===== src/logic/nfc_pkg.sv =====
// Constants for the network feature and configuration register bank
package nfc_pkg;
  // Feature bit positions
  localparam int FB_DEV_CSUM      = 0;
  localparam int FB_DRV_CSUM      = 1;
  localparam int FB_CTRL_OFFLOAD  = 2;
  localparam int FB_STATION_ADDR  = 5;
  localparam int FB_LEGACY_SEG    = 6;
  localparam int FB_DRV_TCP4      = 7;
  localparam int FB_DRV_TCP6      = 8;
  localparam int FB_DRV_CONG      = 9;
  localparam int FB_DRV_UDP       = 10;
  localparam int FB_DEV_TCP4      = 11;
  localparam int FB_DEV_TCP6      = 12;
  localparam int FB_DEV_CONG      = 13;
  localparam int FB_DEV_UDP       = 14;
  localparam int FB_MERGED_RX     = 15;
  localparam int FB_STATUS_FIELD  = 16;
  localparam int FB_CTRL_QUEUE    = 17;
  localparam int FB_CTRL_RX_MODE  = 18;
  localparam int FB_CTRL_VLAN     = 19;
  localparam int FB_ANNOUNCE      = 21;
  localparam int FB_MULTI_QUEUE   = 22;
  localparam int FB_CTRL_ADDR_SET = 23;

  // Status word masks
  localparam logic [15:0] STAT_LINK_UP  = 16'h0001;
  localparam logic [15:0] STAT_ANNOUNCE = 16'h0002;

  // Queue-pair limit bounds
  localparam logic [15:0] QP_MIN = 16'h0001;
  localparam logic [15:0] QP_MAX = 16'h8000;

  // Register byte addresses
  localparam logic [5:0] A_FEAT_OFFER  = 6'h00;
  localparam logic [5:0] A_FEAT_ACCEPT = 6'h04;
  localparam logic [5:0] A_FEAT_ACTIVE = 6'h08;
  localparam logic [5:0] A_ADDR_LO     = 6'h0c;
  localparam logic [5:0] A_ADDR_HI     = 6'h10;
  localparam logic [5:0] A_STATUS_QP   = 6'h14;
  localparam logic [5:0] A_CONTROL     = 6'h18;
  localparam logic [5:0] A_QUEUE_MAP   = 6'h1c;
  localparam logic [5:0] A_PAIRS_SET   = 6'h20;
  localparam logic [5:0] A_DEVICE_ID   = 6'h24;

  // Control register fields
  localparam int CTL_LEGACY   = 0;
  localparam int CTL_BIG_END  = 1;
  localparam int CTL_ANN_ACK  = 2;

  localparam logic [31:0] ZERO_WORD   = 32'h0000_0000;
  localparam logic [31:0] UNMAP_WORD  = 32'hdead_0000;
endpackage


===== src/logic/nfc_if.sv =====
// Carrier between register bank and feature-dependency filter
`timescale 1ns/1ps
interface nfc_if;
  logic [31:0] requested;
  logic [31:0] offered;
  logic [31:0] accepted;
  modport bank   (output requested, output offered, input accepted);
  modport filter (input requested, input offered, output accepted);
endinterface


===== src/logic/nfc_top.sv =====
// Network feature negotiation and configuration register bank
//
// The register offsets and the Avalon-MM slave port are this design's own decisions.
`timescale 1ns/1ps
module nfc_top #(
  parameter logic [31:0] OFFER_FEATURES = 32'h00ef_ffff,
  parameter logic [15:0] QUEUE_PAIRS    = 16'h0004,
  parameter logic [47:0] ADDR_DEFAULT   = 48'h0200_0000_0001,
  // Arbitrary neutral device type value
  parameter logic [31:0] DEVICE_TYPE    = 32'h0000_00a5
) (
  // Clock and reset
  input  wire logic        ref_clk_i,
  input  wire logic        resetn_i,
  // Avalon-MM slave
  input  wire logic [5:0]  avs_address_i,
  input  wire logic        avs_read_i,
  input  wire logic        avs_write_i,
  input  wire logic [31:0] avs_writedata_i,
  input  wire logic [3:0]  avs_byteenable_i,
  output logic      [31:0] avs_readdata_o,
  output logic             avs_waitrequest_o,
  // Link state from the network side, asynchronous
  input  wire logic        link_up_i,
  input  wire logic        announce_req_i,
  // Queue and link status
  output logic      [15:0] active_pairs_o,
  output logic      [15:0] ctrl_queue_index_o,
  output logic             ctrl_queue_valid_o,
  output logic             link_up_o
);
  // ==========================================================
  // Offered features and queue-pair limit
  // ==========================================================
  logic [15:0] qp_limit;
  logic [31:0] offer_mask;
  nfc_if       fi ();

  // Limit clamped into the legal range whether or not multiqueue is offered
  assign qp_limit = (QUEUE_PAIRS < nfc_pkg::QP_MIN) ? nfc_pkg::QP_MIN :
                    (QUEUE_PAIRS > nfc_pkg::QP_MAX) ? nfc_pkg::QP_MAX :
                    QUEUE_PAIRS;

  always_comb begin
    offer_mask = OFFER_FEATURES;
    // Positions 3, 4 and 20 are undefined and never offered
    offer_mask[3]  = 1'b0;
    offer_mask[4]  = 1'b0;
    offer_mask[20] = 1'b0;
    offer_mask[31:24] = 8'h00;
    // Station address is a device capability, always worth offering
    offer_mask[nfc_pkg::FB_STATION_ADDR] = 1'b1;
  end

  assign fi.offered = offer_mask;

  nfc_feat_filter nfc_feat_filter_i (
    .f (fi.filter)
  );

  // ==========================================================
  // Input synchronisers
  // ==========================================================
  logic [1:0] link_sync_r;
  logic [1:0] ann_sync_r;
  always_ff @(posedge ref_clk_i) begin
    if (!resetn_i) begin
      link_sync_r <= 2'h0;
      ann_sync_r  <= 2'h0;
    end else begin
      link_sync_r <= {link_sync_r[0], link_up_i};
      ann_sync_r  <= {ann_sync_r[0], announce_req_i};
    end
  end

  // ==========================================================
  // Bus handshake: one wait cycle, answer on the second edge
  // ==========================================================
  logic req;
  logic ack_r;
  logic acc;
  logic wr_acc;
  assign req    = avs_read_i | avs_write_i;
  assign acc    = req & ack_r;
  assign wr_acc = avs_write_i & ack_r;

  always_ff @(posedge ref_clk_i) begin
    if (!resetn_i) begin
      ack_r <= 1'b0;
    end else begin
      ack_r <= req & !ack_r;
    end
  end

  always_ff @(posedge ref_clk_i) begin
    if (!resetn_i) begin
      avs_waitrequest_o <= 1'b1;
    end else begin
      avs_waitrequest_o <= !(req & !ack_r);
    end
  end

  // ==========================================================
  // Writable registers
  // ==========================================================
  logic [31:0] request_r;
  logic [31:0] active_r;
  logic [2:0]  ctl_r;
  logic [47:0] addr_r;
  logic [15:0] pairs_r;
  logic [15:0] pairs_nxt;
  logic        ann_r;
  logic        live_wr;

  assign fi.requested = request_r;
  assign live_wr = wr_acc;

  // Driver proposal; the accepted set is latched every cycle except the one that writes the proposal
  always_ff @(posedge ref_clk_i) begin
    if (!resetn_i) begin
      request_r <= nfc_pkg::ZERO_WORD;
      active_r  <= nfc_pkg::ZERO_WORD;
    end else if (live_wr && avs_address_i == nfc_pkg::A_FEAT_ACCEPT) begin
      request_r <= avs_writedata_i;
    end else begin
      active_r  <= fi.accepted;
    end
  end

  always_ff @(posedge ref_clk_i) begin
    if (!resetn_i) begin
      ctl_r <= 3'h0;
    end else if (live_wr && avs_address_i == nfc_pkg::A_CONTROL) begin
      ctl_r <= avs_writedata_i[2:0];
    end
  end

  // Address writable only in legacy mode
  always_ff @(posedge ref_clk_i) begin
    if (!resetn_i) begin
      addr_r <= ADDR_DEFAULT;
    end else if (live_wr && ctl_r[nfc_pkg::CTL_LEGACY]) begin
      if (avs_address_i == nfc_pkg::A_ADDR_LO) begin
        for (int i = 0; i < 4; i++) begin
          if (avs_byteenable_i[i]) begin
            addr_r[i*8 +: 8] <= avs_writedata_i[i*8 +: 8];
          end
        end
      end else if (avs_address_i == nfc_pkg::A_ADDR_HI) begin
        for (int i = 0; i < 2; i++) begin
          if (avs_byteenable_i[i]) begin
            addr_r[32 + i*8 +: 8] <= avs_writedata_i[i*8 +: 8];
          end
        end
      end
    end
  end

  // Pairs-set command: clamp to the limit; one pair by default
  always_comb begin
    pairs_nxt = avs_writedata_i[15:0];
    if (pairs_nxt < nfc_pkg::QP_MIN) begin
      pairs_nxt = nfc_pkg::QP_MIN;
    end
    if (pairs_nxt > qp_limit) begin
      pairs_nxt = qp_limit;
    end
  end

  always_ff @(posedge ref_clk_i) begin
    if (!resetn_i) begin
      pairs_r <= nfc_pkg::QP_MIN;
    end else if (!active_r[nfc_pkg::FB_MULTI_QUEUE]) begin
      pairs_r <= nfc_pkg::QP_MIN;
    end else if (live_wr && avs_address_i == nfc_pkg::A_PAIRS_SET) begin
      pairs_r <= pairs_nxt;
    end
  end

  // Announce request is sticky; a new request beats the acknowledge
  always_ff @(posedge ref_clk_i) begin
    if (!resetn_i) begin
      ann_r <= 1'b0;
    end else if (ann_sync_r[1] && active_r[nfc_pkg::FB_ANNOUNCE]) begin
      ann_r <= 1'b1;
    end else if (live_wr && avs_address_i == nfc_pkg::A_CONTROL &&
                 avs_writedata_i[nfc_pkg::CTL_ANN_ACK]) begin
      ann_r <= 1'b0;
    end
  end

  // ==========================================================
  // Status word, byte order and read mux
  // ==========================================================
  logic [15:0] stat_word;
  logic [15:0] qp_word;
  logic        swap;
  logic [31:0] rd_nxt;
  logic [15:0] pairs_now;
  logic [15:0] n_pairs;
  logic [16:0] ctrl_idx;

  always_comb begin
    stat_word = 16'h0000;
    if (link_sync_r[1]) begin
      stat_word = stat_word | nfc_pkg::STAT_LINK_UP;
    end
    if (ann_r) begin
      stat_word = stat_word | nfc_pkg::STAT_ANNOUNCE;
    end
    // Status only present with the status feature
    if (!active_r[nfc_pkg::FB_STATUS_FIELD]) begin
      stat_word = 16'h0000;
    end
    // Limit only present when multiqueue offered
    qp_word = offer_mask[nfc_pkg::FB_MULTI_QUEUE] ? qp_limit : 16'h0000;
  end

  // Legacy big-endian guest swaps the two bytes within each 16-bit field of the status and limit word
  assign swap = ctl_r[nfc_pkg::CTL_LEGACY] & ctl_r[nfc_pkg::CTL_BIG_END];

  // Map reads skip the output flops, which lag a feature change
  assign pairs_now = active_r[nfc_pkg::FB_MULTI_QUEUE] ? pairs_r
                                                       : nfc_pkg::QP_MIN;

  always_comb begin
    case (avs_address_i)
      nfc_pkg::A_FEAT_OFFER:  rd_nxt = offer_mask;
      nfc_pkg::A_FEAT_ACCEPT: rd_nxt = request_r;
      nfc_pkg::A_FEAT_ACTIVE: rd_nxt = active_r;
      nfc_pkg::A_ADDR_LO:     rd_nxt = addr_r[31:0];
      nfc_pkg::A_ADDR_HI:     rd_nxt = {16'h0000, addr_r[47:32]};
      nfc_pkg::A_STATUS_QP: begin
        if (swap) begin
          rd_nxt = {qp_word[7:0], qp_word[15:8],
                    stat_word[7:0], stat_word[15:8]};
        end else begin
          rd_nxt = {qp_word, stat_word};
        end
      end
      nfc_pkg::A_CONTROL:     rd_nxt = {29'h0, ctl_r};
      nfc_pkg::A_QUEUE_MAP:   rd_nxt = {ctrl_idx[15:0], pairs_now};
      nfc_pkg::A_PAIRS_SET:   rd_nxt = {16'h0000, pairs_r};
      nfc_pkg::A_DEVICE_ID:   rd_nxt = DEVICE_TYPE;
      default:                rd_nxt = nfc_pkg::UNMAP_WORD;
    endcase
  end

  always_ff @(posedge ref_clk_i) begin
    if (!resetn_i) begin
      avs_readdata_o <= nfc_pkg::ZERO_WORD;
    end else if (avs_read_i && !ack_r) begin
      avs_readdata_o <= rd_nxt;
    end
  end

  // ==========================================================
  // Queue map outputs
  // ==========================================================
  assign n_pairs  = active_r[nfc_pkg::FB_MULTI_QUEUE] ? qp_limit
                                                      : nfc_pkg::QP_MIN;
  // Control queue follows the last transmit queue of the pair limit, not of the pairs set
  assign ctrl_idx = {n_pairs, 1'b0};

  always_ff @(posedge ref_clk_i) begin
    if (!resetn_i) begin
      active_pairs_o     <= nfc_pkg::QP_MIN;
      ctrl_queue_index_o <= 16'h0000;
      ctrl_queue_valid_o <= 1'b0;
      link_up_o          <= 1'b0;
    end else begin
      active_pairs_o     <= pairs_r;
      ctrl_queue_index_o <= ctrl_idx[15:0];
      ctrl_queue_valid_o <= active_r[nfc_pkg::FB_CTRL_QUEUE];
      link_up_o          <= link_sync_r[1];
    end
  end

  // ==========================================================
  // Assertions
  // ==========================================================
  a_wait_one: assert property (@(posedge ref_clk_i)
    disable iff (!resetn_i)
    $rose(req) |=> !avs_waitrequest_o ##1 avs_waitrequest_o)
    else $error("waitrequest not one cycle");
  a_ctrl_gate: assert property (@(posedge ref_clk_i)
    disable iff (!resetn_i)
    ctrl_queue_valid_o |-> $past(active_r[nfc_pkg::FB_CTRL_QUEUE]))
    else $error("control queue without feature");
  a_dep_csum: assert property (@(posedge ref_clk_i)
    disable iff (!resetn_i)
    active_r[nfc_pkg::FB_DRV_TCP4] |-> active_r[nfc_pkg::FB_DRV_CSUM])
    else $error("driver tcp4 without checksum");
  a_dep_ctrl: assert property (@(posedge ref_clk_i)
    disable iff (!resetn_i)
    active_r[nfc_pkg::FB_MULTI_QUEUE] |-> active_r[nfc_pkg::FB_CTRL_QUEUE])
    else $error("multiqueue without control queue");
  a_qp_range: assert property (@(posedge ref_clk_i)
    disable iff (!resetn_i)
    qp_limit >= nfc_pkg::QP_MIN && qp_limit <= nfc_pkg::QP_MAX)
    else $error("queue pair limit out of range");
  a_pairs_default: assert property (@(posedge ref_clk_i)
    disable iff (!resetn_i)
    !active_r[nfc_pkg::FB_MULTI_QUEUE] |=> pairs_r == nfc_pkg::QP_MIN)
    else $error("extra pairs without multiqueue");
  a_pairs_limit: assert property (@(posedge ref_clk_i)
    disable iff (!resetn_i)
    pairs_r >= nfc_pkg::QP_MIN && pairs_r <= qp_limit)
    else $error("pair count outside limit");
  a_link_follow: assert property (@(posedge ref_clk_i)
    disable iff (!resetn_i)
    $rose(link_up_i) ##1 link_up_i[*3] |-> link_up_o)
    else $error("link flag lags input");
  a_addr_locked: assert property (@(posedge ref_clk_i)
    disable iff (!resetn_i)
    !ctl_r[nfc_pkg::CTL_LEGACY] |=> $stable(addr_r))
    else $error("address changed outside legacy");
  a_ctrl_index: assert property (@(posedge ref_clk_i)
    disable iff (!resetn_i)
    !$past(active_r[nfc_pkg::FB_MULTI_QUEUE]) && $past(resetn_i)
    |-> ctrl_queue_index_o == 16'h0002)
    else $error("control index wrong for one pair");
  c_read: cover property (@(posedge ref_clk_i) acc && avs_read_i);
  c_accept: cover property (@(posedge ref_clk_i) active_r[22]);
  c_legacy_wr: cover property (@(posedge ref_clk_i) live_wr && ctl_r[0]);
  c_announce: cover property (@(posedge ref_clk_i) $rose(ann_r));
  c_pairs_set: cover property (@(posedge ref_clk_i)
    live_wr && avs_address_i == nfc_pkg::A_PAIRS_SET);
endmodule


===== src/logic/nfc_feat_filter.sv =====
// Feature dependency filter for the accepted feature set
`timescale 1ns/1ps
module nfc_feat_filter (
  nfc_if.filter f
);
  logic [31:0] req;
  logic        csum_dev;
  logic        csum_drv;
  logic        ctrl_q;
  logic        drv_tso;
  logic        dev_tso;

  always_comb begin
    req      = f.requested & f.offered;
    csum_dev = req[nfc_pkg::FB_DEV_CSUM];
    csum_drv = req[nfc_pkg::FB_DRV_CSUM];
    ctrl_q   = req[nfc_pkg::FB_CTRL_QUEUE];
    drv_tso  = 1'b0;
    dev_tso  = 1'b0;
    // Drop any bit whose prerequisite is missing
    if (!csum_drv) begin
      req[nfc_pkg::FB_DRV_TCP4] = 1'b0;
      req[nfc_pkg::FB_DRV_TCP6] = 1'b0;
      req[nfc_pkg::FB_DRV_UDP]  = 1'b0;
    end
    if (!csum_dev) begin
      req[nfc_pkg::FB_DEV_TCP4] = 1'b0;
      req[nfc_pkg::FB_DEV_TCP6] = 1'b0;
      req[nfc_pkg::FB_DEV_UDP]  = 1'b0;
    end
    drv_tso = req[nfc_pkg::FB_DRV_TCP4] | req[nfc_pkg::FB_DRV_TCP6];
    dev_tso = req[nfc_pkg::FB_DEV_TCP4] | req[nfc_pkg::FB_DEV_TCP6];
    if (!drv_tso) begin
      req[nfc_pkg::FB_DRV_CONG] = 1'b0;
    end
    if (!dev_tso) begin
      req[nfc_pkg::FB_DEV_CONG] = 1'b0;
    end
    if (!ctrl_q) begin
      req[nfc_pkg::FB_CTRL_RX_MODE]  = 1'b0;
      req[nfc_pkg::FB_CTRL_VLAN]     = 1'b0;
      req[nfc_pkg::FB_ANNOUNCE]      = 1'b0;
      req[nfc_pkg::FB_MULTI_QUEUE]   = 1'b0;
      req[nfc_pkg::FB_CTRL_ADDR_SET] = 1'b0;
      req[nfc_pkg::FB_CTRL_OFFLOAD]  = 1'b0;
    end
  end

  assign f.accepted = req;
endmodule


===== config.mk =====
export PLATFORM = sky130hd
export DESIGN_NAME = nfc_top
export DESIGN_NICKNAME = d
export VERILOG_FILES = /design/src/logic/nfc_pkg.sv /design/src/logic/nfc_if.sv /design/src/logic/nfc_top.sv /design/src/logic/nfc_feat_filter.sv
export SDC_FILE = /design/constraint.sdc
export NUM_CORES = 1
export LEC_CHECK = 0
export BUFFER_PORTS_ARGS = -buffer_cell sky130_fd_sc_hd__buf_2
export CORE_ASPECT_RATIO = 0.6
export CORE_UTILIZATION = 40
export CTS_CLUSTER_SIZE = 12
export DETAILED_ROUTE_END_ITERATION = 10
export SYNTH_ARGS = -nofsm -noshare
export SYNTH_HDL_FRONTEND = slang
export SYNTH_SLANG_ARGS = --single-unit
export TNS_END_PERCENT = 50

===== constraint.sdc =====
create_clock -name ref_clk_i -period 2.3 [get_ports ref_clk_i]
set_input_delay 0.23 -clock ref_clk_i [delete_from_list [all_inputs] [get_ports ref_clk_i]]
set_output_delay 0.23 -clock ref_clk_i [all_outputs]
set_load 0.005 [all_outputs]

Word-level counts from Yosys, hierarchy flattened
Cells that the tools add are included.

Logic and storage cells: 77. Output and inout bits: 67. Input port bits: 48. Register bits after elaboration: 193.

Reduce and logical (&&, ||, !) cells: 18. Eq/ne operators: 9. Bitwise operators: 7. Mux-type cells: 20. Magnitude comparators: 2.

Operators by type and width (number): $pmux W32 S10 (1); $mux W16 (4); $mux W27 (1); $eq A6 B5 Y1 const B (4); $gt A16 B3 Y1 const B (1); $lt A16 B1 Y1 const B (1); $eq A6 B4 Y1 const B (2); $eq A6 B6 Y1 const B (2); $reduce_and A3 Y1 (4); $mux W1 (8); $mux W2 (4); $reduce_and A4 Y1 (2); $logic_and A1 B1 Y1 (7); $eq A6 B3 Y1 const B (1); $logic_not A6 Y1 (1); $mux W3 (2); $and A1 B1 Y1 (3); $or A1 B1 Y1 (3); $logic_not A1 Y1 (2); $reduce_and A2 Y1 (1); $reduce_bool A2 Y1 (1); $not A1 Y1 (1).

Logic depth before layout (Yosys ltp)
Depth in word-level cells: 5. Mapped depth: 7. Gate-level depth less buffers: 4.

By module
Synthesis repeated with hierarchy kept, for this count alone.

Cells, all modules: 914. Area total of the unflattened synthesis: 8296.7 um^2.

Modules (own cells, without submodules): nfc_top (instances 1, cells each 873, area an instance 8065.2 um^2); nfc_feat_filter (instances 1, cells each 41, area an instance 231.5 um^2).

Least setup slack after synthesis
Ideal clock, no wire load.

Kind: input to register. From: input avs_address_i[2]. To: register pairs_r[0]. Cell stages on the path: 6. Library setup time: 122 ps. Slack: 226 ps. Required time: 2178 ps. Arrival: 1952 ps. Cell sequence: buf_6 or4_4 buf_6 or4b_4 buf_6 a221o_1.

Word-level cells in the longest chain between the ends: 2.

RTL lines: from (decl) (RTL line nfc_top.sv:16) `input wire logic [5:0] avs_address_i,`; $eq A6 B6 Y1 (RTL line nfc_top.sv:175) `end else if (live_wr && avs_address_i == nfc_pkg::A_PAIRS_SET) begin`; $logic_and A1 B1 Y1 (RTL line nfc_top.sv:175); to (signal assigned) (RTL line nfc_top.sv:172) `pairs_r <= nfc_pkg::QP_MIN;`; to (signal assigned) (RTL line nfc_top.sv:174) `pairs_r <= nfc_pkg::QP_MIN;`; to (signal assigned) (RTL line nfc_top.sv:176) `pairs_r <= pairs_nxt;`; to (decl) (RTL line nfc_top.sv:110) `logic [15:0] pairs_r;`.

Every way passes these cells. A chain may end at the register's enable or synchronous reset.

Final worst setup path
From: register ack_r. To: register avs_readdata_o[22].

Word-level cells in the longest chain between the ends: 2.

RTL lines: from (decl) (RTL line nfc_top.sv:80) `logic ack_r;`; from (signal assigned) (RTL line nfc_top.sv:91) `ack_r <= req & !ack_r;`; $logic_not A1 Y1 (RTL line nfc_top.sv:252) `end else if (avs_read_i && !ack_r) begin`; $logic_and A1 B1 Y1 (RTL line nfc_top.sv:252); to (signal assigned) (RTL line nfc_top.sv:251) `avs_readdata_o <= nfc_pkg::ZERO_WORD;`; to (signal assigned) (RTL line nfc_top.sv:253) `avs_readdata_o <= rd_nxt;`; to (decl) (RTL line nfc_top.sv:21) `output logic [31:0] avs_readdata_o,`.

Every way passes these cells.

==> results.toml <==
[global_route]
grt_pass1_vias = 5462
grt_antenna_before_repair = 1
grt_first_pass_wirelength_microns = 32940
globalRoute.totalOverflow = 0
grt_max_degree = 80
global_route.usage.total_pct = 22.79

[timing]
relSlewSlack_pct = 55.23
least_margin_pin_slew_ps = 654.7
final_min_period_ps = 1806
fin_crit_sh_pct = 78.53
grt_setup_unrepaired = "no"
fin_worst_skew_ps = 11.23
timing_hold_violations_final = 0
fmax_ghz = 0.5537
setup_viol = 0
worst_hold_slack_ps = 13.82
final-max-slew-violation-count = 0
post-route-worst-setup-slack_ps = 493.9
setup_tns_ps = 0

[worst_setup_path]
critPathLaunchType = "register"
cp.arrival_ps = 2170
crit-reg2reg-launch = "ack_r"
critPathCaptureType = "register"
critPathCapture = "avs_readdata_o[22]"
cp_common_cell = "sky130_fd_sc_hd__buf_4"
crit_path_top_delay_cell = "sky130_fd_sc_hd__dfxtp_1"
path_class = "register to register"
slowest_delay_ps = 390
crit_chain = "nor2b_1 > buf_4 > and3_1 > buf_4 > o2111ai_1 > a21boi_0"
endpoint_of_the_lowest_slack_register_to_register_path = "avs_readdata_o[22]"
largest_fanout_of_any_net_on_the_critical_path = 12
timing.critical_path.from = "ack_r"
ff2ff_path_depth = 6
required_ps = 2660
regToRegSetupSlack_ps = 490

[finish]
drive_gt1_share_pct = 20.11
antenna_cells_inserted = 0
multi_input_area_sq_um = 3598
layout.cell_area.non_filler_sq_um = 8995
num-fill-cells = 1751
instances_no_fill = 1165
layout.cells.most_common_list = "179 x sky130_fd_sc_hd__dfxtp_1, 106 x sky130_fd_sc_hd__nand2_1, 99 x sky130_fd_sc_hd__buf_2, 58 x sky130_fd_sc_hd__a21boi_0, 57 x sky130_fd_sc_hd__mux2i_1"
sequential_cell_area_sq_um = 3583
area_delta_synth_final_pct = 19.96
nNetsFinal = 960
final_common_cell = "sky130_fd_sc_hd__dfxtp_1"

[job]
maxCapViolCount = 0

[synthesis]
count_of_different_cell_masters_after_synthesis = 51
synth_ff_type = "sky130_fd_sc_hd__dfxtp_1"
post_synth_inst_count = 811
synth_seq_area_share_pct = 47.79
post_synth_instance_area_sq_um = 7498
synth-async-reset-ratio_pct = 0
synth.ff_latch_count = 179
synth_area_per_cell_sq_um = 9.246
synth_edf_count = 0
yosysWarningCount = 0

[routing]
dr.pass1.iters = 5
detail_route.iter0.violations = 610
routedWlPerCell_microns = 18.53
detail_route.drc_violations = 0
ant_nets = 0
route.final.wire_length_microns = 21590
drt-vias-per-instance = 5.348
via_count = 6230

[die]
coreArea_sq_um = 18210
ioPinCount = 115
fp.dieArea_sq_um = 19320
chipWidth_microns = 178.8
initial_utilization_pct = 41.18
die_height_microns = 108.1
num_rows = 38

[power_and_ir_drop]
power.leakage_nw = 3.493
cellPowerDensity_nw_per_um2 = 724.3
vdd_drop_max_mv = 0.5211

[clock_network]
post_cts_resize_count = 0
cts_hold_repair.buffers = 1
cts_root_buf = "sky130_fd_sc_hd__clkbuf_16"
cts_tree = "built"
cts_setup_buffers = 0
worstSkewPairLatency_ps = 430
clkTransAtPathRegs_ps = 70
cts_htree_levels = 4
clock_path_buffers = 2
cts_num_sinks = 179
cts_buffers = 17

[placement]
preCtsSetupSlack_ps = 194.2
detailedPlacementHpwl_microns = 14800
routability_driven_placement_congestion_ratio = 0.8770
io_buffer_count = 100
placedCellCount = 1132
place_area_sq_um = 8382

[hold_path]
min-delay-path-class = "primary input to register"

[status]
run_status = "complete, no violations"
## Yosys cell counts (6+ instances only)
master                     count  area share (%)
sky130_fd_sc_hd__dfxtp_1     179              48
sky130_fd_sc_hd__nand2_1     106             5.3
sky130_fd_sc_hd__a21boi_0     58             5.8
sky130_fd_sc_hd__mux2i_1      57             7.6
sky130_fd_sc_hd__nor2b_1      52             4.3
sky130_fd_sc_hd__clkbuf_1     51             2.6
sky130_fd_sc_hd__o21ai_0      46             3.1
sky130_fd_sc_hd__and2_1       39             3.3
sky130_fd_sc_hd__and3_1       26             2.2
sky130_fd_sc_hd__nand3_1      22             1.5
sky130_fd_sc_hd__a31oi_1      20             1.7
sky130_fd_sc_hd__a221oi_1     18             2.1
sky130_fd_sc_hd__nor2_1       15            0.75
sky130_fd_sc_hd__buf_4        14             1.4
sky130_fd_sc_hd__a211oi_1     13             1.3
sky130_fd_sc_hd__inv_1        11            0.55
sky130_fd_sc_hd__nor4_1        9            0.75
sky130_fd_sc_hd__nand4_1       8            0.67
sky130_fd_sc_hd__nand2b_1      6            0.50
## worst max-delay path, delay by kind of cell, from the launching register on
kind / cells / cell delay [ps]
simple gates: 2 / 510
flops: 1 / 390
compound gates: 2 / 370
buf+inv: 2 / 470
## layout make-up
type	count	share of cell area [%]
clock buffer	19	4.813
clock inverter	13	1.892
tap	240	3.338
multi-input combinational	563	40.01
sequential	179	39.84
inverter	11	0.4590
timing repair buffer	140	9.654
## how the worst min path moves through the flow
| stage | slack (ps) | end | depth (start not counted) | start |
|---|---|---|---|---|
| 2_1_floorplan | 360 | ann_sync_r[0] | 1 | announce_req_i |
| 3_3_place_gp | 430 | link_sync_r[1] | 1 | link_sync_r[0] |
| 3_5_place_dp | 420 | ann_sync_r[1] | 1 | ann_sync_r[0] |
| 4_1_cts | 7 | ann_sync_r[0] | 2 | announce_req_i |
| 5_1_grt | 40 | ann_sync_r[0] | 2 | announce_req_i |
| 6_report | 10 | ann_sync_r[0] | 2 | announce_req_i |
## logic make-up (layout without fill, tap and decap cells)
logic type	after synthesis	count (layout)	synth area share, %
buffers and inverters	82	183	5.123
AO/OA/AOI/OAI	179	179	16.42
AND/OR/NAND/NOR	308	308	22.29
other	1	14	0.05001
flip-flops	179	179	47.79
multiplexers	61	61	8.210
XOR/XNOR	1	1	0.1168
## sequential cells by signal (all words and copies together), names as in the netlist, 2 cells and up
| signal | count |
|---|---|
| pairs_r | 16 |
| active_r | 21 |
| fi.requested | 32 |
| ann_sync_r | 2 |
| link_sync_r | 2 |
| ctrl_queue_index_o | 2 |
| active_pairs_o | 16 |
| addr_r | 48 |
| ctl_r | 3 |
| avs_readdata_o | 32 |
## report_power, final
| group | leakage [nW] | switching (W) | internal, W | total (W) |
|---|---|---|---|---|
| registers | 1.45 | 0.0000149 | 0.00312 | 0.00314 |
| clock network | 0.291 | 0.00132 | 0.00173 | 0.00305 |
| logic | 1.76 | 0.000200 | 0.000126 | 0.000327 |
## per-layer routing
layer  track usage, %  wire [microns]  up-vias
li1                 -               -     3031
met1            36.80           11320     2925
met2            29.18            8255      254
met3            5.415            1842       20
met4            5.145             166        0
met5                0               0        -
## per-stage QoR
step | power [W] | util, %
global route | 0.006738 | 49.40
CTS | 0.006566 | 49.40
finish | 0.006515 | 49.40
floorplan | 0.003380 | -
detailed placement | 0.003531 | 46.03
global placement | 0.003532 | 46.03
(Power assumes the default switching activity.)
